===== src/ccd_regs.svh =====
`ifndef CCD_REGS_SVH
`define CCD_REGS_SVH

// register byte offsets on the APB bus
`define OFS_INSN 12'h000
`define OFS_ACC 12'h004
`define OFS_STATUS 12'h008
`define OFS_PC 12'h00C
`define OFS_LATCH 12'h010
`define OFS_WATCHDOG 12'h014
`define OFS_STACK 12'h018
// file registers 0..127 sit at FILE_BASE + 4 * index
`define FILE_BASE_TOP 3'h1

// status field positions
`define ST_ZERO_BIT 0
`define ST_PWRDN_BIT 1
`define ST_TO_BIT 2
`define ST_BUSY_BIT 8

// reset values
`define ACC_RST 8'h00
`define PC_RST 13'h0000
`define LATCH_RST 8'h00
`define ZERO_RST 1'b0
`define FLAG_N_RST 1'b1

// instruction word patterns (14-bit)
`define OPW_WATCHDOG_CLEAR 14'h0064
`define OPH_CALL 3'h4
`define OPH_INVERT 6'h09
`define OPH_ZERO_REG 6'h01
`define OPH_MINUS_ONE 6'h03
`define OPH_MINUS_ONE_SKIP 6'h0B

// timing: one instruction cycle
`define CLK_PERIOD_NS 5
`define INSN_CYCLE_NS 20
`define INSN_CYCLE_CLKS ((`INSN_CYCLE_NS + `CLK_PERIOD_NS - 1) / `CLK_PERIOD_NS)

`endif


===== src/ccd_pkg.sv =====
package ccd_pkg;

    typedef enum logic [2:0] {
        other_op,
        watchdog_clear_op,
        call_op,
        invert_file_op,
        zero_file_op,
        minus_one_file_op,
        zero_accumulator_op,
        minus_one_skip_zero_op
    } op_kind_t;

    typedef struct packed {
        op_kind_t kind;
        logic dest;
        logic [6:0] faddr;
        logic [10:0] target;
    } decoded_t;

    typedef struct packed {
        logic psel;
        logic penable;
        logic pwrite;
        logic [11:0] paddr;
        logic [31:0] pwdata;
    } apb_req_t;

    typedef struct packed {
        logic [31:0] prdata;
        logic pready;
        logic pslverr;
    } apb_rsp_t;

    typedef enum logic [1:0] {
        idle_st,
        pending_st,
        second_st
    } exec_state_t;

endpackage


===== src/clear_call_decrement_exec.sv =====
`timescale 1ns/10ps
`include "ccd_regs.svh"
// Notes on behaviour
// - watchdog clear zeroes the watchdog counter and its prescaler
// - watchdog clear sets timeout and powerdown flags to one, nothing else
// - call pushes pc plus one onto the return stack first
// - call loads pc 10:0 from operand, pc 12:11 from upper latch 4:3
// - call takes two cycles, any operand 0..2047, no flag changes
// - invert writes the inverse of the file register, zero flag follows result
// - destination bit 0 goes to accumulator, 1 back to file register
// - file clear writes zero to register 0..127 and sets zero flag
// - decrement writes file minus one to destination, zero flag follows result
// - accumulator clear zeroes accumulator and sets zero flag
// - decrement-skip writes file minus one to destination, flags untouched
// - zero decrement-skip result discards the next instruction, two cycles
module clear_call_decrement_exec (
    // clock and reset
    input wire logic pclk,
    input wire logic presetn,
    // apb slave
    input wire ccd_pkg::apb_req_t apb_req,
    output ccd_pkg::apb_rsp_t apb_rsp,
    // status towards the rest of the core
    output logic timeout_flag_n,
    output logic powerdown_flag_n,
    output logic watchdog_clear_pulse
);
    import ccd_pkg::*;

    localparam int CYC_CLKS = `INSN_CYCLE_CLKS;
    localparam int DIV_W = (CYC_CLKS > 1) ? $clog2(CYC_CLKS) : 1;
    localparam logic [DIV_W-1:0] DIV_LAST = DIV_W'(CYC_CLKS - 1);

    function automatic decoded_t decode(input logic [13:0] w);
        decoded_t d;
        d.dest = w[7];
        d.faddr = w[6:0];
        d.target = w[10:0];
        if (w == `OPW_WATCHDOG_CLEAR) begin
            d.kind = watchdog_clear_op;
        end else if (w[13:11] == `OPH_CALL) begin
            d.kind = call_op;
        end else if (w[13:8] == `OPH_INVERT) begin
            d.kind = invert_file_op;
        end else if (w[13:8] == `OPH_ZERO_REG) begin
            d.kind = w[7] ? zero_file_op : zero_accumulator_op;
        end else if (w[13:8] == `OPH_MINUS_ONE) begin
            d.kind = minus_one_file_op;
        end else if (w[13:8] == `OPH_MINUS_ONE_SKIP) begin
            d.kind = minus_one_skip_zero_op;
        end else begin
            d.kind = other_op;
        end
        return d;
    endfunction

    // state
    logic [DIV_W-1:0] div_q;
    exec_state_t state_q;
    logic [13:0] insn_q;
    logic [7:0] acc_q;
    logic zero_q;
    logic to_n_q;
    logic pwrdn_n_q;
    logic [12:0] pc_q;
    logic [7:0] latch_q;
    logic [7:0] wdog_cnt_q;
    logic [7:0] presc_q;
    logic [2:0] sp_q;
    logic [12:0] stack_mem [8];
    logic [7:0] file_mem [128];
    logic wclr_q;
    logic [31:0] prdata_q;
    logic loaded_q;

    // instruction cycle enable
    wire tick = (div_q == DIV_LAST);

    always_ff @(posedge pclk or negedge presetn) begin
        if (!presetn) begin
            div_q <= '0;
        end else begin
            div_q <= tick ? '0 : div_q + DIV_W'(1);
        end
    end

    // apb decode
    wire busy = (state_q != idle_st);
    wire [11:0] addr = apb_req.paddr;
    wire in_file = (addr[11:9] == `FILE_BASE_TOP);
    wire [6:0] apb_faddr = addr[8:2];
    wire hit_insn = (addr == `OFS_INSN);
    wire hit_acc = (addr == `OFS_ACC);
    wire hit_status = (addr == `OFS_STATUS);
    wire hit_pc = (addr == `OFS_PC);
    wire hit_latch = (addr == `OFS_LATCH);
    wire hit_wdog = (addr == `OFS_WATCHDOG);
    wire hit_stack = (addr == `OFS_STACK);
    wire mapped = in_file | hit_insn | hit_acc | hit_status | hit_pc | hit_latch
                | hit_wdog | hit_stack;
    // stalling every access while busy keeps software writes out of the
    // cycles in which an instruction updates the same state
    wire ready = !busy && loaded_q;
    wire apb_wr = apb_req.psel && apb_req.penable && apb_req.pwrite && ready && mapped;
    wire [7:0] wb = apb_req.pwdata[7:0];

    // execution datapath
    wire decoded_t dec = decode(insn_q);
    wire [7:0] fval = file_mem[dec.faddr];
    wire [12:0] pc_plus1 = pc_q + 13'h0001;
    wire [12:0] pc_plus2 = pc_q + 13'h0002;
    wire [2:0] sp_top = sp_q - 3'h1;
    wire [12:0] stack_top = stack_mem[sp_top];
    wire [7:0] result = (dec.kind == invert_file_op) ? ~fval :
                        (dec.kind == zero_file_op) ? 8'h00 :
                        fval - 8'h01;
    wire res_zero = (result == 8'h00);
    wire exec = tick && (state_q == pending_st);
    wire is_dest_op = (dec.kind == invert_file_op) || (dec.kind == minus_one_file_op)
                    || (dec.kind == minus_one_skip_zero_op);
    wire exec_acc = exec && ((is_dest_op && !dec.dest)
                    || (dec.kind == zero_accumulator_op));
    wire exec_file = exec && ((is_dest_op && dec.dest)
                     || (dec.kind == zero_file_op));
    // the decrement-skip leaves the zero flag alone, call and watchdog clear too
    wire exec_zero = exec && ((dec.kind == invert_file_op)
                     || (dec.kind == minus_one_file_op)
                     || (dec.kind == zero_file_op)
                     || (dec.kind == zero_accumulator_op));
    wire exec_wclr = exec && (dec.kind == watchdog_clear_op);
    wire exec_call = exec && (dec.kind == call_op);
    wire skip_taken = (dec.kind == minus_one_skip_zero_op) && res_zero;
    wire two_cycle = (dec.kind == call_op) || skip_taken;

    // sequencer
    always_ff @(posedge pclk or negedge presetn) begin
        if (!presetn) begin
            state_q <= idle_st;
        end else begin
            unique case (state_q)
                idle_st: if (apb_wr && hit_insn) state_q <= pending_st;
                pending_st: if (tick) state_q <= two_cycle ? second_st : idle_st;
                second_st: if (tick) state_q <= idle_st;
                // the fourth code of the state word is unused; fall back to idle
                default: state_q <= idle_st;
            endcase
        end
    end

    always_ff @(posedge pclk or negedge presetn) begin
        if (!presetn) begin
            insn_q <= 14'h0000;
        end else if (apb_wr && hit_insn) begin
            insn_q <= apb_req.pwdata[13:0];
        end
    end

    // accumulator
    always_ff @(posedge pclk or negedge presetn) begin
        if (!presetn) begin
            acc_q <= `ACC_RST;
        end else if (exec_acc) begin
            acc_q <= (dec.kind == zero_accumulator_op) ? 8'h00 : result;
        end else if (apb_wr && hit_acc) begin
            acc_q <= wb;
        end
    end

    // status flags
    always_ff @(posedge pclk or negedge presetn) begin
        if (!presetn) begin
            zero_q <= `ZERO_RST;
        end else if (exec_zero) begin
            zero_q <= res_zero || (dec.kind == zero_accumulator_op);
        end else if (apb_wr && hit_status) begin
            zero_q <= apb_req.pwdata[`ST_ZERO_BIT];
        end
    end

    always_ff @(posedge pclk or negedge presetn) begin
        if (!presetn) begin
            to_n_q <= `FLAG_N_RST;
        end else if (exec_wclr) begin
            to_n_q <= 1'b1;
        end else if (apb_wr && hit_status) begin
            to_n_q <= apb_req.pwdata[`ST_TO_BIT];
        end
    end

    always_ff @(posedge pclk or negedge presetn) begin
        if (!presetn) begin
            pwrdn_n_q <= `FLAG_N_RST;
        end else if (exec_wclr) begin
            pwrdn_n_q <= 1'b1;
        end else if (apb_wr && hit_status) begin
            pwrdn_n_q <= apb_req.pwdata[`ST_PWRDN_BIT];
        end
    end

    // program counter
    always_ff @(posedge pclk or negedge presetn) begin
        if (!presetn) begin
            pc_q <= `PC_RST;
        end else if (exec_call) begin
            pc_q <= {latch_q[4:3], dec.target};
        end else if (exec) begin
            pc_q <= skip_taken ? pc_plus2 : pc_plus1;
        end else if (apb_wr && hit_pc) begin
            pc_q <= apb_req.pwdata[12:0];
        end
    end

    always_ff @(posedge pclk or negedge presetn) begin
        if (!presetn) begin
            latch_q <= `LATCH_RST;
        end else if (apb_wr && hit_latch) begin
            latch_q <= wb;
        end
    end

    // return stack: eight entries, a ninth push overwrites the oldest
    always_ff @(posedge pclk or negedge presetn) begin
        if (!presetn) begin
            sp_q <= 3'h0;
        end else if (exec_call) begin
            sp_q <= sp_q + 3'h1;
        end
    end

    always_ff @(posedge pclk) begin
        if (exec_call) begin
            stack_mem[sp_q] <= pc_plus1;
        end
    end

    // file registers hold data only, so they carry no reset
    always_ff @(posedge pclk) begin
        if (exec_file) begin
            file_mem[dec.faddr] <= result;
        end else if (apb_wr && in_file) begin
            file_mem[apb_faddr] <= wb;
        end
    end

    // watchdog prescaler advanced once per instruction cycle, the counter once per prescaler wrap;
    // a clear always lands on a tick, and the clear wins over the count
    wire presc_wrap = tick && (presc_q == 8'hFF);

    always_ff @(posedge pclk or negedge presetn) begin
        if (!presetn) begin
            presc_q <= 8'h00;
        end else if (exec_wclr) begin
            presc_q <= 8'h00;
        end else if (tick) begin
            presc_q <= presc_q + 8'h01;
        end
    end

    always_ff @(posedge pclk or negedge presetn) begin
        if (!presetn) begin
            wdog_cnt_q <= 8'h00;
        end else if (exec_wclr) begin
            wdog_cnt_q <= 8'h00;
        end else if (presc_wrap) begin
            wdog_cnt_q <= wdog_cnt_q + 8'h01;
        end
    end

    always_ff @(posedge pclk or negedge presetn) begin
        if (!presetn) begin
            wclr_q <= 1'b0;
        end else begin
            wclr_q <= exec_wclr;
        end
    end

    // read data is captured one cycle ahead so prdata comes from a flop;
    // the watchdog word can therefore be one cycle old when it is taken
    wire [31:0] status_word = {23'h0, busy, 5'h0, to_n_q, pwrdn_n_q, zero_q};
    wire [31:0] rd_mux = in_file ? {24'h0, file_mem[apb_faddr]} :
                         hit_insn ? {18'h0, insn_q} :
                         hit_acc ? {24'h0, acc_q} :
                         hit_status ? status_word :
                         hit_pc ? {19'h0, pc_q} :
                         hit_latch ? {24'h0, latch_q} :
                         hit_wdog ? {16'h0, presc_q, wdog_cnt_q} :
                         hit_stack ? {13'h0, sp_q, 3'h0, stack_top} :
                         32'h0000_0000;

    always_ff @(posedge pclk or negedge presetn) begin
        if (!presetn) begin
            prdata_q <= 32'h0000_0000;
        end else begin
            prdata_q <= rd_mux;
        end
    end

    // one idle selected cycle must pass before ready, so prdata is fresh
    always_ff @(posedge pclk or negedge presetn) begin
        if (!presetn) begin
            loaded_q <= 1'b0;
        end else begin
            loaded_q <= apb_req.psel && !busy;
        end
    end

    assign apb_rsp.prdata = prdata_q;
    assign apb_rsp.pready = ready;
    assign apb_rsp.pslverr = ready && apb_req.psel && apb_req.penable && !mapped;
    assign timeout_flag_n = to_n_q;
    assign powerdown_flag_n = pwrdn_n_q;
    assign watchdog_clear_pulse = wclr_q;

endmodule // clear_call_decrement_exec


===== config.mk =====
export PLATFORM = sky130hd
export DESIGN_NAME = clear_call_decrement_exec
export DESIGN_NICKNAME = d
export VERILOG_FILES = /design/src/ccd_pkg.sv /design/src/clear_call_decrement_exec.sv
export VERILOG_INCLUDE_DIRS = /design/src
export SDC_FILE = /design/constraint.sdc
export NUM_CORES = 2
export LEC_CHECK = 0
export BUFFER_PORTS_ARGS = -buffer_cell sky130_fd_sc_hd__buf_2
export CORE_ASPECT_RATIO = 1.25
export CORE_UTILIZATION = 50
export CTS_CLUSTER_DIAMETER = 200
export CTS_CLUSTER_SIZE = 20
export DETAILED_ROUTE_END_ITERATION = 10
export PLACE_DENSITY_LB_ADDON = 0.2
export SLEW_MARGIN = 40
export SYNTH_ARGS = -nofsm -noshare
export SYNTH_HDL_FRONTEND = slang
export SYNTH_SLANG_ARGS = --single-unit
export TNS_END_PERCENT = 5

===== constraint.sdc =====
create_clock -name pclk -period 10.16 [get_ports pclk]
set_clock_uncertainty 0.05 [all_clocks]
set_input_delay 2.032 -clock pclk [delete_from_list [all_inputs] [get_ports pclk]]
set_output_delay 2.032 -clock pclk [all_outputs]
set_load 0.01 [all_outputs]

# Yosys cells after proc, flatten, opt, wreduce, memory -nomap -nowiden
# Memory sizes are Yosys's and may differ from the RTL's.
# Cells that the tools add are included.
dict set report totals {
  register_bits 90
  latch_bits 0
  ram_bits 1128
  mem_bits_ro 0
  inputBits 49
  out_inout_bits 37
  wordCells 158
  mem_count 2
}
# memory words word_bits rd rd_ports_with_merged_regs write_ports line
set mem_list {}
lappend mem_list {file_mem 128 8 2 0 1 clear_call_decrement_exec.sv:71} ;# logic [7:0] file_mem [128];
lappend mem_list {stack_mem 8 13 1 0 1 clear_call_decrement_exec.sv:70} ;# logic [12:0] stack_mem [8];
dict set report op_classes {
  add_sub_neg 8
  n_mul 0
  div_mod_pow 0
  n_lt_le_gt_ge 0
  n_eq_ne 27
  shift 0
  n_mux 50
  n_bitwise 8
  n_reduce_logical 48
}
# cell count
set ops {}
lappend ops {{$mux 19} 8}
lappend ops {{$mux 8} 10}
lappend ops {{$mux 13} 4}
lappend ops {{$eq 12x5->1 const B} 3}
lappend ops {{$logic_and 1x1->1} 25}
lappend ops {{$eq 12x4->1 const B} 2}
lappend ops {{$mux 3} 6}
lappend ops {{$add 8x1->8 const B} 2}
lappend ops {{$eq 3x3->1 const B} 5}
lappend ops {{$eq 14x7->1 const B} 1}
lappend ops {{$mux 1} 14}
lappend ops {{$add 13x1->13 const B} 1}
lappend ops {{$add 13x2->13 const B} 1}
lappend ops {{$eq 12x3->1 const B} 1}
lappend ops {{$eq 6x4->1 const B} 2}
lappend ops {{$logic_not 12->1} 1}
lappend ops {{$mux 2} 6}
lappend ops {{$reduce_bool 2->1} 6}
lappend ops {{$eq 8x8->1 const B} 1}
lappend ops {{$logic_not 8->1} 1}
lappend ops {{$logic_or 1x1->1} 8}
lappend ops {{$not 8->8} 1}
lappend ops {{$reduce_or 8->1} 1}
lappend ops {{$sub 8x1->8 const B} 1}
lappend ops {{other kinds (17)} 30}

# Depth between registers and ports, before layout
dict set report depth {
  ltp_word 17
  mapped_depth 25
  ltp_nobuf 16
}

# Least setup slack after synthesis
# No wires, ideal clock.
dict set report synth_timing {
  path_type {reg2reg}
  from {register insn_q[0]}
  to {memory file_mem[0][4], data pin}
  setup_time_ns 1.197
  arrival_time_ns 8.339
  required_time_ns 8.913
  setup_slack_ns 0.574
  path_stages_with_launch 19
  path_buffers 6
  period_less_slack_ns 9.586
  cell_sequence {dfrtp_1 > buf_6 > buf_12 > buf_8 > buf_8 > buf_6 > buf_6 > mux4_2 > mux4_2 > o21a_1 > o21ai_0 > a32oi_1 > inv_1 > ha_1 > inv_1 > nand4_1 > nor3b_1 > o211ai_2 > o21ai_0}
}
dict set report synth_via {
  elab_chain_len 12
  elab_cells_between_ends 20
  cone_classes {add/sub: 1; eq/ne: 5; mux: 6; bitwise: 1; reduce/logical: 6; memory: 1}
}
# item line
set synth_lines {}
lappend synth_lines {{start, declared} clear_call_decrement_exec.sv:60} ;# logic [13:0] insn_q;
lappend synth_lines {{start signal, assigned} clear_call_decrement_exec.sv:154} ;# insn_q <= apb_req.pwdata[13:0];
lappend synth_lines {{branches (longest 11 deep; another with $mem_v2 128x8)} --}
lappend synth_lines {{$mux 8 (no source line) (*)} --}
lappend synth_lines {{end, declared} clear_call_decrement_exec.sv:71}
# Every way passes the cells marked *.

# Worst setup path in the final report
dict set report layout_timing {
  from {register insn_q[0]}
  to {memory file_mem[110][6], data pin}
}
# The elaborated chain is that of the path after synthesis.

==> impl_results.md <==
* Average wire per cell in the routed design at ~37 microns
* Worst hold path startpoint: div_q[0]$_DFF_PN0_
* Post-Route Setup TNS at 0 ns
* Reg2Reg Launch Point: insn_q[0]$_DFFE_PN0P_
* Required @ worst endpoint at around 11 ns
* Mapped Area at between 50000 and 60000 sq um
* Worst-skew pair later-pin latency at roughly 0.71 ns
* Final antenna-violating net count at 0
* First-pass GRT wire length at approximately 240000 microns
* Root buffer cell: clkbuf_16
* Proportion of layout cells with a drive suffix above 1 at approximately a third
* Arrival time at the worst endpoint at between 7 and 8 ns
* Max-capacitance violation count at 0
* Slew headroom at between 30% and 40%
* Worst hold-check slack at 0.393 ns
* # fillers at ~8800
* Achievable Freq at 141 MHz
* Overall global routing resource usage at just under 30%
* Fraction of synthesis flops using an asynchronous set or reset pin at between 7 and 8%
* Post-cts hold buffer count at 0
* Period Utilization, post-route at 69.7%
* First-pass DRT Iterations at 6
* Outcome: complete, no violations
* Area occupied by multi-input gates at 20600 sq um
* Synthesis Warnings at 0
* Row count at between 100 and 150
* Proportion of total power due to net switching at between 20% and 30%
* Final Power at between 8 and 9 mW
* Initial core utilization at approximately half
* Die Span X at 305 microns
* Total DRC errors in the routed layout at 0
* Slew Limit Fails at 0
* Proportion of power drawn by flip-flops and latches at 61.7%
* Post-synth EDFFs at roughly 1100
* Hold Violations, Final at 0
* Hold Crit Class: reg2reg
* Transition at the pin with the smallest max-transition slack at just over 0.9 ns
* Type of element capturing the critical path: flip-flop
* CTS tree: built
* Number of buffers created by CTS at 70
* Leakage power of the design at ~19 nW
* Depth of the CTS H-tree at 3
* Clock slew at the register clock pins of the worst setup and hold paths at ~0.09 ns
* Die Y at approximately 380 microns
* Number of buffers inserted by post-CTS setup repair at 0
* Post-cts resize count at 0
* Startpoint of the worst setup timing path: insn_q[0]$_DFFE_PN0P_
* Total wire length at 171000 microns
* Number of nets in the final layout at ~3200
* Clock Path Buffers at 3
* RSZ-0062 raised after global routing: no
* Fin crit period at roughly 7.1 ns
* Number of vias per cell after detailed routing at between 7 and 8
* Setup violation total in the final timing report at 0
* Largest net degree at the start of global routing at about 110
* Placeable Area at ~110000 sq um
* Area growth from synthesis to final layout at 7.27%
* Clock Power Share at 33.8%
* Register cell area after layout at approximately 36000 sq um
* Final weighted congestion of routability-driven global placement at 0.943
* Violation count after the first detailed-route iteration at ~4400
* GR Overflow Total at 0
* Kind of critical path: reg2reg
* Count of buffers inserted at the top-level ports at 54
* Antenna violations before repair at 3
* Setup ws final at 3.08 ns
* Type of element launching the critical path: flip-flop
* Power density cells at between 100 and 150 nW/um^2
* Pint at a little under 7 mW
* Part of the power in combinational logic at ~4.5%
* Worst slack after detailed placement at ~3.2 ns
* Vias at 33000
* Post-synthesis area per instance at about 18 sq um
* Power dissipated by switching net loads at around 1.9 mW
* Detailed-placement wirelength estimate at 111000 microns
* Unique masters post-synth at 77
* Number of synthesized register bits at 1218
* Area of the die at approximately 120000 sq um
* Most used DFF post-synth: edfxtp_1
* Ports at 86
* Maximum resistive drop on vdd at around 0.00012 V
* Clk sink count at about 1200
* Post-Syn Instances at about 3100
* Fraction of the yosys area taken by sequential cells at a little over three fifths
* Vias in the first global route at roughly 33000
* Worst-path fanout max at 68
## cells by family after synthesis
family	Yosys count	synth area share [%]
XOR/XNOR	33	0.515
flip-flops	1218	62.8
buffers and inverters	268	2.41
other	1	0.00651
AND/OR/NAND/NOR	511	4.03
AO/OA/AOI/OAI	343	4.30
multiplexers	766	25.8
adder cells (fa/ha/maj)	8	0.174
## worst paths after layout
check                      cells after the start                          to  slack, ns
hold / removal                                 1          div_q[0]$_DFF_PN0_       0.39
setup / recovery                              16  file_mem[110][6]$_DFFE_PP_       3.08
hold reg to reg                                1          div_q[0]$_DFF_PN0_       0.39
max in group asynchronous                      2         sp_q[0]$_DFFE_PN0P_       7.89
min in group asynchronous                      1   wdog_cnt_q[7]$_DFFE_PN0P_       1.21
setup reg to reg                              16  file_mem[110][6]$_DFFE_PP_       3.08
## critical path, stage by stage, from the launching register on
cell	delay, ns
dfrtp_4	0.81
buf_12	0.46
buf_4	0.62
mux4_2	0.59
nand2_1	0.08
a21oi_1	0.08
o311ai_2	0.76
a32oi_1	0.39
inv_1	0.21
ha_1	0.25
nand3_1	0.13
nor4b_4	0.31
o21ai_0	0.12
a21oi_1	0.22
nand2_1	0.13
nand2_4	0.59
buf_4	0.64
## cell usage in the layout, fill, tap and decap left out, types with 13 or more instances in the layout
| cell | n |
|---|---|
| clkbuf_1 | 16 |
| buf_2 | 48 |
| xnor2_1 | 15 |
| o22ai_1 | 17 |
| a21oi_1 | 52 |
| a221oi_1 | 32 |
| and3_1 | 14 |
| dfrtp_1 | 83 |
| o221ai_1 | 34 |
| a22oi_1 | 21 |
| nor2b_1 | 13 |
| edfxtp_1 | 1128 |
| nand3_1 | 34 |
| xor2_1 | 17 |
| clkbuf_16 | 74 |
| buf_4 | 72 |
| mux4_2 | 566 |
| nand2_1 | 129 |
| a221o_1 | 14 |
| inv_1 | 18 |
| mux2_2 | 80 |
| mux2i_1 | 116 |
| a31oi_1 | 15 |
| conb_1 | 13 |
| nor2_2 | 79 |
| o21ai_0 | 56 |
| nor2_1 | 130 |
## per-stage QoR
| stage | instance area (sq um) | cells | utilization (%) |
|---|---|---|---|
| 2_1_floorplan | 57600 | 3160 | - |
| 3_3_place_gp | 59400 | 4519 | 52.2 |
| 3_5_place_dp | 59600 | 4522 | 52.5 |
| 6_report | 61800 | 4618 | 54.4 |
| 5_1_grt | 61800 | 4617 | 54.4 |
| 4_1_cts | 61600 | 4615 | 54.2 |
## sequential cells by signal, indices dropped and copies added, names as in the netlist, 2 cells and up
register and cells:
stack_mem 104, insn_q 14, file_mem 1024, latch_q 8, wdog_cnt_q 8, acc_q 8
state_q 2, presc_q 8, sp_q 3, div_q 2, prdata_q 19, pc_q 13
## area by class of cell
type | instances | area share, %
inverters | 19 | 0.118
multi-input cells | 1674 | 33.4
flip-flops and latches | 1218 | 58.5
clock buffers | 90 | 3.10
well taps | 1470 | 2.98
repair buffers | 142 | 1.86
diodes | 2 | 0.00810
clock inverters | 3 | 0.0648
## metal layers
metal / GRT usage (%) / share of wire (%) / vias to the layer above
met5: 0 / 0.0088 / -
met4: 17.6 / 7.0 / 2
met3: 5.13 / 8.3 / 435
met2: 48.4 / 50 / 1881
met1: 37.4 / 35 / 17600
li1: - / - / 13100
## power by group through the flow
stage | sequential, mW | combinational [mW] | clock, mW
after global placement | 5.52 | 0.381 | 0
after detailed placement | 5.52 | 0.388 | 0
after CTS | 5.40 | 0.388 | 2.99
final | 5.40 | 0.393 | 2.96
after global routing | 5.40 | 0.402 | 3.14
after floorplan | 5.52 | 0.240 | 0
## cells in the mapped netlist, drive strengths merged, types with 34 or more instances
cell type / number / area share (%)
nand3: 42 / 0.37
dfrtp: 88 / 3.8
clkbuf: 127 / 0.83
mux2i: 117 / 2.0
edfxtp: 1128 / 59
nand2: 132 / 0.86
buf: 122 / 1.5
nor2: 212 / 1.4
a21oi: 52 / 0.45
mux4: 566 / 22
o221ai: 34 / 0.52
mux2: 83 / 1.6
o21ai: 70 / 0.62
No activity file was read; power rests on OpenSTA's default activity.
